<file path="config.mk">
export PLATFORM = sky130hd
export DESIGN_NAME = rcr_top
export DESIGN_NICKNAME = d
export VERILOG_FILES = /design/src/rcr_pkg.sv /design/src/rcr_clock_loss.sv /design/src/rcr_top.sv
export SDC_FILE = /design/constraint.sdc
export NUM_CORES = 1
export LEC_CHECK = 0
export BUFFER_PORTS_ARGS = -buffer_cell sky130_fd_sc_hd__buf_2
export CAP_MARGIN = 40
export CELL_PAD_IN_SITES_DETAIL_PLACEMENT = 0
export CELL_PAD_IN_SITES_GLOBAL_PLACEMENT = 1
export CORE_ASPECT_RATIO = 1.2
export CORE_UTILIZATION = 44
export CTS_CLUSTER_SIZE = 20
export DETAILED_ROUTE_END_ITERATION = 12
export GPL_TIMING_DRIVEN = 0
export PLACE_DENSITY = 0.84
export SLEW_MARGIN = 30
export SYNTH_ARGS = -nofsm -noshare
export SYNTH_HDL_FRONTEND = slang
export SYNTH_SLANG_ARGS = --single-unit
export TNS_END_PERCENT = 20
</file>
<file path="constraint.sdc">
create_clock -name i_clk_sys -period 4.5 [get_ports i_clk_sys]
set_clock_uncertainty 0.1 [all_clocks]
set_input_delay 0.225 -clock i_clk_sys [delete_from_list [all_inputs] [get_ports i_clk_sys]]
set_output_delay 0.225 -clock i_clk_sys [all_outputs]
set_load 0.03 [all_outputs]
</file>
<file path="src/rcr_pkg.sv">
// shared constants, bus carriers and helpers of the reset cause recorder
`default_nettype none
package rcr_pkg;

    // ----------------------------------------
    // clock and timing
    // ----------------------------------------
    localparam int unsigned CLK_NS = 20;                   // system clock period, 50 MHz
    localparam int unsigned HOLD_NS = 320;                 // least width of the system reset pulse
    localparam int unsigned HOLD_CYC = (HOLD_NS + CLK_NS - 1) / CLK_NS;   // rounds up
    localparam logic [4:0] HOLD_CNT = 5'(HOLD_CYC - 1);    // down-counter load value
    localparam int unsigned LOSS_NS = 100000;              // clock stopped this long counts as lost
    localparam int unsigned LOSS_CYC_DEF = LOSS_NS / CLK_NS; // rounds down
    localparam int unsigned BLANK_CYC = 4;                 // pin readback settle after own drive
    localparam logic [2:0] BLANK_CNT = 3'(BLANK_CYC);

    // ----------------------------------------
    // register offsets (byte addresses)
    // ----------------------------------------
    localparam logic [3:0] OFS_CAUSE = 4'h0;               // reset_cause_and_enable
    localparam logic [3:0] OFS_IRQ_STAT = 4'h4;            // sticky event status, write one to clear
    localparam logic [3:0] OFS_IRQ_MASK = 4'h8;            // event mask

    // ----------------------------------------
    // field positions, shared by cause, status and mask
    // ----------------------------------------
    localparam int BIT_PIN = 0;                            // external_pin_reset_flag
    localparam int BIT_PWR = 1;                            // power_supply_reset_flag
    localparam int BIT_LOSS = 2;                           // clock_loss_enable_flag
    localparam int BIT_WDT = 3;                            // watchdog_reset_flag
    localparam int BIT_SW = 4;                             // software_reset_force_flag
    localparam int BIT_CMP = 5;                            // comparator_reset_enable_flag
    localparam int BIT_FLASH = 6;                          // flash_fault_reset_flag

    // ----------------------------------------
    // reset values
    // ----------------------------------------
    localparam logic [6:0] CAUSE_RST = 7'h02;              // power-on leaves only the supply flag
    localparam logic [6:0] STAT_RST = 7'h00;
    localparam logic [6:0] MASK_RST = 7'h00;
    localparam logic [2:0] SYNC_IDLE = 3'h7;               // pin, supply ok, comparator idle high

    // ----------------------------------------
    // carriers and states
    // ----------------------------------------
    typedef struct packed {
        logic read;
        logic write;
        logic [3:0] address;
        logic [31:0] writedata;
        logic [3:0] byteenable;
    } rcr_avm_req_t;

    typedef struct packed {
        logic [31:0] readdata;
        logic waitrequest;
    } rcr_avm_rsp_t;

    typedef enum logic [0:0] {
        RCR_RUN = 1'b0,                                    // system running
        RCR_HOLD = 1'b1                                    // system reset asserted
    } rcr_seq_t;

    // address decode, used by reads and by every write path
    function automatic logic rcr_hit(input logic [3:0] addr, input logic [3:0] ofs);
        return addr == ofs;
    endfunction

    // one source per reset; supply first since it makes the other flags meaningless
    function automatic logic [6:0] rcr_pick(input logic [6:0] t);
        logic [6:0] p;
        p = 7'h00;
        if (t[BIT_PWR])
            p[BIT_PWR] = 1'b1;
        else if (t[BIT_PIN])
            p[BIT_PIN] = 1'b1;
        else if (t[BIT_LOSS])
            p[BIT_LOSS] = 1'b1;
        else if (t[BIT_WDT])
            p[BIT_WDT] = 1'b1;
        else if (t[BIT_FLASH])
            p[BIT_FLASH] = 1'b1;
        else if (t[BIT_CMP])
            p[BIT_CMP] = 1'b1;
        else if (t[BIT_SW])
            p[BIT_SW] = 1'b1;
        return p;
    endfunction

endpackage
`default_nettype wire

</file>
<file path="src/rcr_clock_loss.sv">
// missing clock detector: flags a monitored clock that stops toggling
`timescale 1ns/1ps
`default_nettype none
module rcr_clock_loss #(
    parameter int unsigned LOSS_CYC = 5000,
    parameter int unsigned LOSS_W = 16
) (
    input wire logic i_clk_sys,
    input wire logic i_nrst,
    input wire logic i_enable,
    input wire logic i_core_clk,
    output logic o_loss
);
    import rcr_pkg::*;

    // ----------------------------------------
    // synchroniser, three stages
    // ----------------------------------------
    logic s1_r, s2_r, s3_r; // raw sample chain
    logic lvl_r; // filtered clock level
    logic [LOSS_W-1:0] cnt_r; // cycles since last level change
    logic loss_r; // timeout latched

    // limitation: the monitored clock must be well below half the reference rate
    always_ff @(posedge i_clk_sys or negedge i_nrst)
    begin
        if (!i_nrst)
        begin
            s1_r <= 1'b0;
            s2_r <= 1'b0;
            s3_r <= 1'b0;
            lvl_r <= 1'b0;
        end
        else
        begin
            s1_r <= i_core_clk;
            s2_r <= s1_r;
            s3_r <= s2_r;
            if (s2_r == s3_r)
                lvl_r <= s3_r; // change counts only once stages two and three agree
        end
    end

    // ----------------------------------------
    // one-shot timer, retriggered by each edge
    // ----------------------------------------
    always_ff @(posedge i_clk_sys or negedge i_nrst)
    begin
        if (!i_nrst)
        begin
            cnt_r <= '0;
            loss_r <= 1'b0;
        end
        else if (!i_enable || (s2_r == s3_r && s3_r != lvl_r))
        begin
            cnt_r <= '0; // disabled or clock moved: restart
            loss_r <= 1'b0;
        end
        else if (cnt_r == LOSS_W'(LOSS_CYC - 1))
            loss_r <= 1'b1; // stuck high or low too long
        else
            cnt_r <= cnt_r + LOSS_W'(1);
    end

    assign o_loss = loss_r & i_enable;

endmodule // rcr_clock_loss
`default_nettype wire

</file>
<file path="src/rcr_top.sv">
// reset cause recorder: cause flags, reset enables, reset sequencing and bus slave
// Notes on behaviour
// - flash fault reset sets bit 6, writes ignored
// - bit 5 written one enables comparator reset
// - bit 5 reads comparator as last cause
// - bit 4 written one forces system reset
// - bit 4 reads one after software reset
// - bit 3 reads watchdog cause, read-only
// - bit 2 enables clock loss detector reset
// - bit 2 reads clock loss as last cause
// - bit 1 written one selects supply monitor
// - bit 1 after power/supply reset; others undefined
// - bit 0 reads external pin reset cause
// - bit 2 zero disables; detector leaves pin alone
// - supply resets only when on and selected
//
// Our own choices: the Avalon-MM register port and the address map.
`timescale 1ns/1ps
`default_nettype none
module rcr_top #(
    parameter int unsigned LOSS_CYC = rcr_pkg::LOSS_CYC_DEF, // clock loss timeout in cycles
    parameter int unsigned LOSS_W = 16 // width of the clock loss counter
) (
    input wire logic i_clk_sys,
    input wire logic i_nrst,
    input wire rcr_pkg::rcr_avm_req_t i_avm,
    output var rcr_pkg::rcr_avm_rsp_t o_avm,
    input wire logic i_rst_pin,
    output logic o_rst_pin,
    output logic o_rst_pin_oe_n,
    input wire logic i_supply_on,
    input wire logic i_supply_ok,
    input wire logic i_cmp0_out,
    input wire logic i_wdt_overflow,
    input wire logic i_flash_fault,
    input wire logic i_core_clk,
    output logic o_sys_rst_n,
    output logic o_irq
);
    import rcr_pkg::*;

    // ----------------------------------------
    // declarations
    // ----------------------------------------
    logic [2:0] sy1_r, sy2_r, sy3_r; // pin, supply ok, comparator raw samples
    logic [2:0] filt_r; // filtered levels
    logic ack_r; // bus answer phase
    logic req_w; // any request pending
    logic wr_lo_w; // write accepted with low byte lane
    logic [31:0] rdata_r; // read data register
    logic cmp_en_r; // comparator reset enable
    logic loss_en_r; // clock loss detector enable
    logic sup_sel_r; // supply monitor selected as source
    logic loss_w; // detector timeout
    logic sw_fire_w; // software force request
    logic [6:0] trig_w; // live reset sources
    logic [6:0] pick_w; // winning source
    rcr_seq_t state_r; // sequencer state
    logic [4:0] cnt_r; // reset width counter
    logic [6:0] cause_r; // recorded cause flags
    logic sys_rst_n_r; // system reset, active low
    logic drive_n_r; // external pin driver enable, active low
    logic [2:0] blank_r; // pin readback blanking
    logic [6:0] stat_r; // sticky event status
    logic [6:0] mask_r; // event mask
    logic [6:0] stat_clr_w; // write-one-to-clear pattern

    // ----------------------------------------
    // input synchronisers
    // ----------------------------------------
    // first stage feeds only the second; a level counts once stages two and three agree
    always_ff @(posedge i_clk_sys or negedge i_nrst)
    begin
        if (!i_nrst)
        begin
            sy1_r <= SYNC_IDLE;
            sy2_r <= SYNC_IDLE;
            sy3_r <= SYNC_IDLE;
            filt_r <= SYNC_IDLE;
        end
        else
        begin
            sy1_r <= {i_cmp0_out, i_supply_ok, i_rst_pin};
            sy2_r <= sy1_r;
            sy3_r <= sy2_r;
            filt_r <= ((sy2_r ~^ sy3_r) & sy3_r) | ((sy2_r ^ sy3_r) & filt_r);
        end
    end

    // ----------------------------------------
    // bus slave, one wait state on every access
    // ----------------------------------------
    assign req_w = i_avm.read | i_avm.write;
    assign wr_lo_w = i_avm.write & ack_r & i_avm.byteenable[0]; // upper lanes hold nothing

    // answer phase toggles so a held request is taken exactly once
    always_ff @(posedge i_clk_sys or negedge i_nrst)
    begin
        if (!i_nrst)
            ack_r <= 1'b0;
        else
            ack_r <= req_w & ~ack_r;
    end

    // read data captured in the wait cycle, stands at the release edge
    always_ff @(posedge i_clk_sys or negedge i_nrst)
    begin
        if (!i_nrst)
            rdata_r <= 32'h0000_0000;
        else if (i_avm.read && !ack_r)
        begin
            if (rcr_hit(i_avm.address, OFS_CAUSE))
                rdata_r <= {25'h000_0000, cause_r}; // bit 7 and up read zero
            else if (rcr_hit(i_avm.address, OFS_IRQ_STAT))
                rdata_r <= {25'h000_0000, stat_r};
            else if (rcr_hit(i_avm.address, OFS_IRQ_MASK))
                rdata_r <= {25'h000_0000, mask_r};
            else
                rdata_r <= 32'h0000_0000; // unmapped reads zero
        end
    end

    // waitrequest high only in the first cycle of a request
    always_comb
    begin
        o_avm.readdata = rdata_r;
        o_avm.waitrequest = req_w & ~ack_r;
    end

    // ----------------------------------------
    // reset source enables
    // ----------------------------------------
    // enables fall back to off on every system reset; software must re-arm
    always_ff @(posedge i_clk_sys or negedge i_nrst)
    begin
        if (!i_nrst)
        begin
            cmp_en_r <= 1'b0;
            loss_en_r <= 1'b0;
            sup_sel_r <= 1'b0;
        end
        else if (state_r == RCR_HOLD)
        begin
            cmp_en_r <= 1'b0;
            loss_en_r <= 1'b0;
            sup_sel_r <= 1'b0;
        end
        else if (wr_lo_w && rcr_hit(i_avm.address, OFS_CAUSE))
        begin
            cmp_en_r <= i_avm.writedata[BIT_CMP];
            loss_en_r <= i_avm.writedata[BIT_LOSS]; // zero disables
            sup_sel_r <= i_avm.writedata[BIT_PWR];
        end
    end

    // ----------------------------------------
    // clock loss detector
    // ----------------------------------------
    rcr_clock_loss #(
        .LOSS_CYC(LOSS_CYC),
        .LOSS_W(LOSS_W)
    ) u_clock_loss (
        .i_clk_sys(i_clk_sys),
        .i_nrst(i_nrst),
        .i_enable(loss_en_r),
        .i_core_clk(i_core_clk),
        .o_loss(loss_w)
    );

    // ----------------------------------------
    // reset sources
    // ----------------------------------------
    // software force acts in the very cycle the write is taken
    assign sw_fire_w = wr_lo_w & rcr_hit(i_avm.address, OFS_CAUSE) & i_avm.writedata[BIT_SW];

    always_comb
    begin
        trig_w = 7'h00;
        trig_w[BIT_PIN] = ~filt_r[0] & (blank_r == 3'h0);
        trig_w[BIT_PWR] = sup_sel_r & i_supply_on & ~filt_r[1]; // on and selected only
        trig_w[BIT_LOSS] = loss_w;
        trig_w[BIT_WDT] = i_wdt_overflow;
        trig_w[BIT_SW] = sw_fire_w;
        trig_w[BIT_CMP] = cmp_en_r & ~filt_r[2]; // active-low comparator
        trig_w[BIT_FLASH] = i_flash_fault;
    end

    assign pick_w = rcr_pick(trig_w);

    // ----------------------------------------
    // reset sequencer and cause record
    // ----------------------------------------
    // power-on starts inside a reset with only the supply flag set
    always_ff @(posedge i_clk_sys or negedge i_nrst)
    begin
        if (!i_nrst)
        begin
            state_r <= RCR_HOLD;
            cnt_r <= HOLD_CNT;
            cause_r <= CAUSE_RST;
            sys_rst_n_r <= 1'b0;
            drive_n_r <= 1'b1;
            blank_r <= 3'h0;
        end
        else
        begin
            if (blank_r != 3'h0)
                blank_r <= blank_r - 3'h1;
            case (state_r)
                RCR_RUN:
                begin
                    if (|trig_w)
                    begin
                        state_r <= RCR_HOLD;
                        cnt_r <= HOLD_CNT;
                        cause_r <= pick_w; // one flag only; writes never reach it
                        sys_rst_n_r <= 1'b0;
                        // pin and clock loss resets leave the pin undriven
                        drive_n_r <= pick_w[BIT_PIN] | pick_w[BIT_LOSS];
                    end
                end
                RCR_HOLD:
                begin
                    if (cnt_r != 5'h00)
                        cnt_r <= cnt_r - 5'h01;
                    else if (filt_r[0] || !cause_r[BIT_PIN])
                    begin
                        // a pin reset lasts as long as the pin is held low
                        state_r <= RCR_RUN;
                        sys_rst_n_r <= 1'b1;
                        drive_n_r <= 1'b1;
                        // own drive still echoes through the synchroniser
                        if (!drive_n_r)
                            blank_r <= BLANK_CNT;
                    end
                end
                default:
                begin
                    state_r <= RCR_RUN;
                    sys_rst_n_r <= 1'b1;
                end
            endcase
        end
    end

    assign o_sys_rst_n = sys_rst_n_r;
    assign o_rst_pin = 1'b0; // open drain: only ever pulls low
    assign o_rst_pin_oe_n = drive_n_r;

    // ----------------------------------------
    // event interrupts
    // ----------------------------------------
    assign stat_clr_w = (wr_lo_w && rcr_hit(i_avm.address, OFS_IRQ_STAT)) ? i_avm.writedata[6:0] : 7'h00;

    // a new event wins over a clear landing in the same cycle
    always_ff @(posedge i_clk_sys or negedge i_nrst)
    begin
        if (!i_nrst)
            stat_r <= STAT_RST;
        else if (state_r == RCR_RUN)
            stat_r <= (stat_r & ~stat_clr_w) | pick_w;
        else
            stat_r <= stat_r & ~stat_clr_w;
    end

    // mask survives system resets so the event is seen after restart
    always_ff @(posedge i_clk_sys or negedge i_nrst)
    begin
        if (!i_nrst)
            mask_r <= MASK_RST;
        else if (wr_lo_w && rcr_hit(i_avm.address, OFS_IRQ_MASK))
            mask_r <= i_avm.writedata[6:0];
    end

    assign o_irq = |(stat_r & mask_r);

    // ----------------------------------------
    // helper: length of the current system reset pulse
    // ----------------------------------------
    logic [4:0] low_len_r; // cycles the system reset has been low, saturating

    // the repetition above covers only part of the pulse; this counter covers all of it
    always_ff @(posedge i_clk_sys or negedge i_nrst)
    begin
        if (!i_nrst)
            low_len_r <= 5'h00;
        else if (o_sys_rst_n)
            low_len_r <= 5'h00; // running: restart the count
        else if (low_len_r != 5'h1f)
            low_len_r <= low_len_r + 5'h01;
    end
endmodule // rcr_top
`default_nettype wire

</file>
==> out/summary.json <==
{
  "run_status": "finished, final reports clean",
  "floorplan.io_pins": 88,
  "slew_at_the_pin_closest_to_its_max_slew_limit_ns": 0.7966,
  "finish.cell_count_without_fillers": 508,
  "critPathMaxFanout": 9,
  "worstHoldEndpoint": "stat_r[4]",
  "worst_path_top_cell_family_by_delay": "simple AND/OR/NAND/NOR gates",
  "worst_hold_slack_ns": 0.01958,
  "crit_path_max_incr_delay_ns": 0.63,
  "synth_xor_xnor_area_share_pct": 2.649,
  "report.final.hold_viol_count": 0,
  "fin_crit_sh_pct": 49.62,
  "cp.required_ns": 4.69,
  "route.vias.total": 2656,
  "hp-class": "in -> reg",
  "synth.largest_area_cell": "dfrtp_1",
  "crit_type": "reg -> reg",
  "netlist_top_cells_area": "dfrtp_1 39%, dfstp_2 14%, buf_4 5.4%",
  "numPortBuffers": 33,
  "clk_latency_ns": 0.34,
  "grt_start_max_net_pins": 41,
  "timing.final.crit_period_ns": 2.233,
  "yosys.cell_count.top_type": "dfrtp_1",
  "min-delay-start": "i_avm[8]",
  "largest_family_of_logic_cells_by_synthesized_area": "simple AND/OR/NAND/NOR gates",
  "syn-cell-area_um2": 3637,
  "static-leakage-power_nw": 2.043,
  "cp_cell_sequence": "inv_1 > ha_1 > nor3b_1 > nor4_1 > a21o_1 > buf_2 > o311a_1",
  "gpl.final_weighted_congestion": 0.7862,
  "synth_cell_count_leaders": "57 x dfrtp_1, 26 x buf_4, 26 x nand2_1, 25 x nor2_1, 19 x dfstp_2",
  "flow.area_growth_from_synthesis_pct": 18.09,
  "timing.critical_path.arrival_ns": 2.42,
  "initialDrtViolationCount": 153,
  "synth.mux.area_fraction_pct": 4.644,
  "routed_wirelength_um": 7107,
  "cap_viol_max_count": 0,
  "critPathLaunchType": "register",
  "antenna_found_initial": 0,
  "regToRegStartpoint": "blank_r[0]",
  "finalMaxSlewViolations": 0,
  "global_route.overflow_total": 0,
  "antennaDiodeCount": 0,
  "timing.slew.headroom_pct": 46.49,
  "ant_nets": 0,
  "irDropWorstVdd_uv": 192.9,
  "drt_first_pass_iters": 4,
  "cts_made_buffers": 9,
  "cts.repair_timing.setup_buffer_count": 0,
  "totalNegativeSetupSlack_ns": 0,
  "power.density_nw_per_um2": 437.1,
  "unrepaired_setup_endpoints_after_global_routing": "no",
  "synthesized_area_fraction_occupied_by_adder_cells_pct": 2.408,
  "worstRegToRegCells": 7,
  "fp.dieH_um": 101.6,
  "clock-root-buffer": "clkbuf_8",
  "cts_resized": 0,
  "via_per_inst": 5.228,
  "synth_edf_count": 0,
  "min_path_cells": 2,
  "synth_warnings": 0,
  "tritoncts": "built",
  "share_of_cells_above_drive_strength_1_pct": 27.88,
  "grt_pass1_vias": 2553,
  "yosys.area.top_type_share_pct": 39.22,
  "fin_nets": 469,
  "grt_usage_pct": 17.87,
  "synth_cell_type_count": 57,
  "dp_cells": 486,
  "critical_path.endpoint_type": "register",
  "synth-seq-cells": 76,
  "cts.sinks": 76,
  "synth_area_per_cell_um2": 10.86,
  "initial_core_utilization_pct": 46.40,
  "timing.critical_path.buf_inv": 2,
  "upper_clock_frequency_limit_mhz": 447.8,
  "worst_r2r_endpoint": "cnt_r[4]",
  "synthesis.instances": 335,
  "final-setup-viol-count": 0,
  "crit_cells": 7,
  "die_footprint_um2": 8636,
  "ys_seq_area_share_pct": 52.94,
  "critical-path-slowest-cell": "nor4_1",
  "cts.clk_slew.worst_paths_ns": 0.09,
  "global_route_wire_length_before_repair_um": 12100,
  "wl_per_cell_um": 13.99,
  "ys_async_rst_share_pct": 100.0,
  "die_w_um": 85,
  "detail_route.drc_violations": 0,
  "design.core.area_um2": 7839,
  "dp_hpwl_um": 5252,
  "reg2reg_slack_ns": 2.27,
  "cts_max_level": 3,
  "synth-simple-area-share_pct": 16.62,
  "synth_compound_gate_area_share_pct": 13.21,
  "most_common_flop_cell_mapped_by_yosys": "dfrtp_1",
  "rows": 35,
  "cts_max_path_buffers": 2
}
-- metrics by stage --
stage	instance area, um2	utilization [%]	total power, mW	setup slack [ns]
after floorplan	3731	-	1.241	2.627
after global placement	4011	51.17	1.345	2.317
after detailed placement	4040	51.54	1.370	2.290
after CTS	4290	54.73	1.898	2.275
after global routing	4295	54.80	1.989	2.073
final	4295	54.80	1.878	2.267
-- power by group --
part           internal (mW)  total [mW]  switching [mW]
clock                  0.261       0.520           0.259
sequential             0.811       0.893          0.0818
combinational          0.204       0.465           0.261
-- final cells by class --
type,count,area (um2)
flip-flops and latches,76,1926
clock inverters,6,72.57
well taps,92,115.1
multi-input cells,239,1541
fillers,690,3543
clock buffers,10,127.6
repair buffers,40,242.7
plain buffers,32,221.5
inverters,13,48.80
-- cell usage in the layout, fill, tap and decap left out, types with 3 or more instances in the layout --
cell / count
dfrtp_1: 57
buf_2: 35
buf_4: 27
nand2_1: 26
conb_1: 26
nor2_1: 25
dfstp_2: 19
inv_1: 13
o21ai_0: 13
a21o_1: 12
a21oi_1: 12
nand3_1: 10
xnor2_1: 9
nor3_1: 9
mux2i_1: 9
clkbuf_8: 9
a22o_1: 7
mux2_2: 7
ha_1: 7
nor4_1: 6
nor2b_1: 5
dlygate4sd3_1: 5
nand4_1: 4
clkbuf_1: 4
or3_1: 4
a31oi_1: 3
a32o_1: 3
clkinv_4: 3
-- logic make-up (layout without fill, tap and decap cells) --
group / count (synthesis) / after routing
compound gates: 68 / 68
simple gates: 111 / 111
xor+xnor: 11 / 11
buf+inv: 45 / 101
flops: 76 / 76
other cells: 1 / 26
fa+ha+maj: 7 / 7
mux: 16 / 16
-- worst reg2reg max path, cell delays in order (launching register included) --
cell     delay, ns
dfrtp_1       0.36
inv_1         0.07
ha_1          0.22
nor3b_1       0.19
nor4_1        0.63
a21o_1        0.20
buf_2         0.22
o311a_1       0.19
-- timing repair --
item,CTS,global route
hold buffers,5,0
endpoints found under the setup margin,0,0
endpoints found under the hold margin,30,0
-- worst max-delay path by stage --
| stage | slack (ns) | startpoint | end |
|---|---|---|---|
| 2_1_floorplan | 2.63 | u_clock_loss.cnt_r[0] | u_clock_loss.cnt_r[14] |
| 3_3_place_gp | 2.32 | blank_r[0] | cnt_r[4] |
| 3_5_place_dp | 2.29 | blank_r[0] | cnt_r[4] |
| 4_1_cts | 2.27 | blank_r[0] | cnt_r[4] |
| 5_1_grt | 2.07 | blank_r[0] | o_rst_pin_oe_n |
| 6_report | 2.27 | blank_r[0] | cnt_r[4] |
-- state kept, by name, summed over array words and instances (netlist names), 5 cells and up --
| name | cells |
|---|---|
| cnt_r | 5 |
| mask_r | 7 |
| rdata_r | 7 |
| u_clock_loss.cnt_r | 16 |
| cause_r | 7 |
| stat_r | 7 |
-- per-layer routing --
layer / GRT usage [%] / vias up / wire (um)
li1: - / 1300 / -
met4: 7.171 / 0 / 136
met1: 21.68 / 1275 / 3143
met2: 31.08 / 67 / 3553
met3: 3.830 / 14 / 274
met5: 0 / - / 0
(Power assumes the default switching activity.)
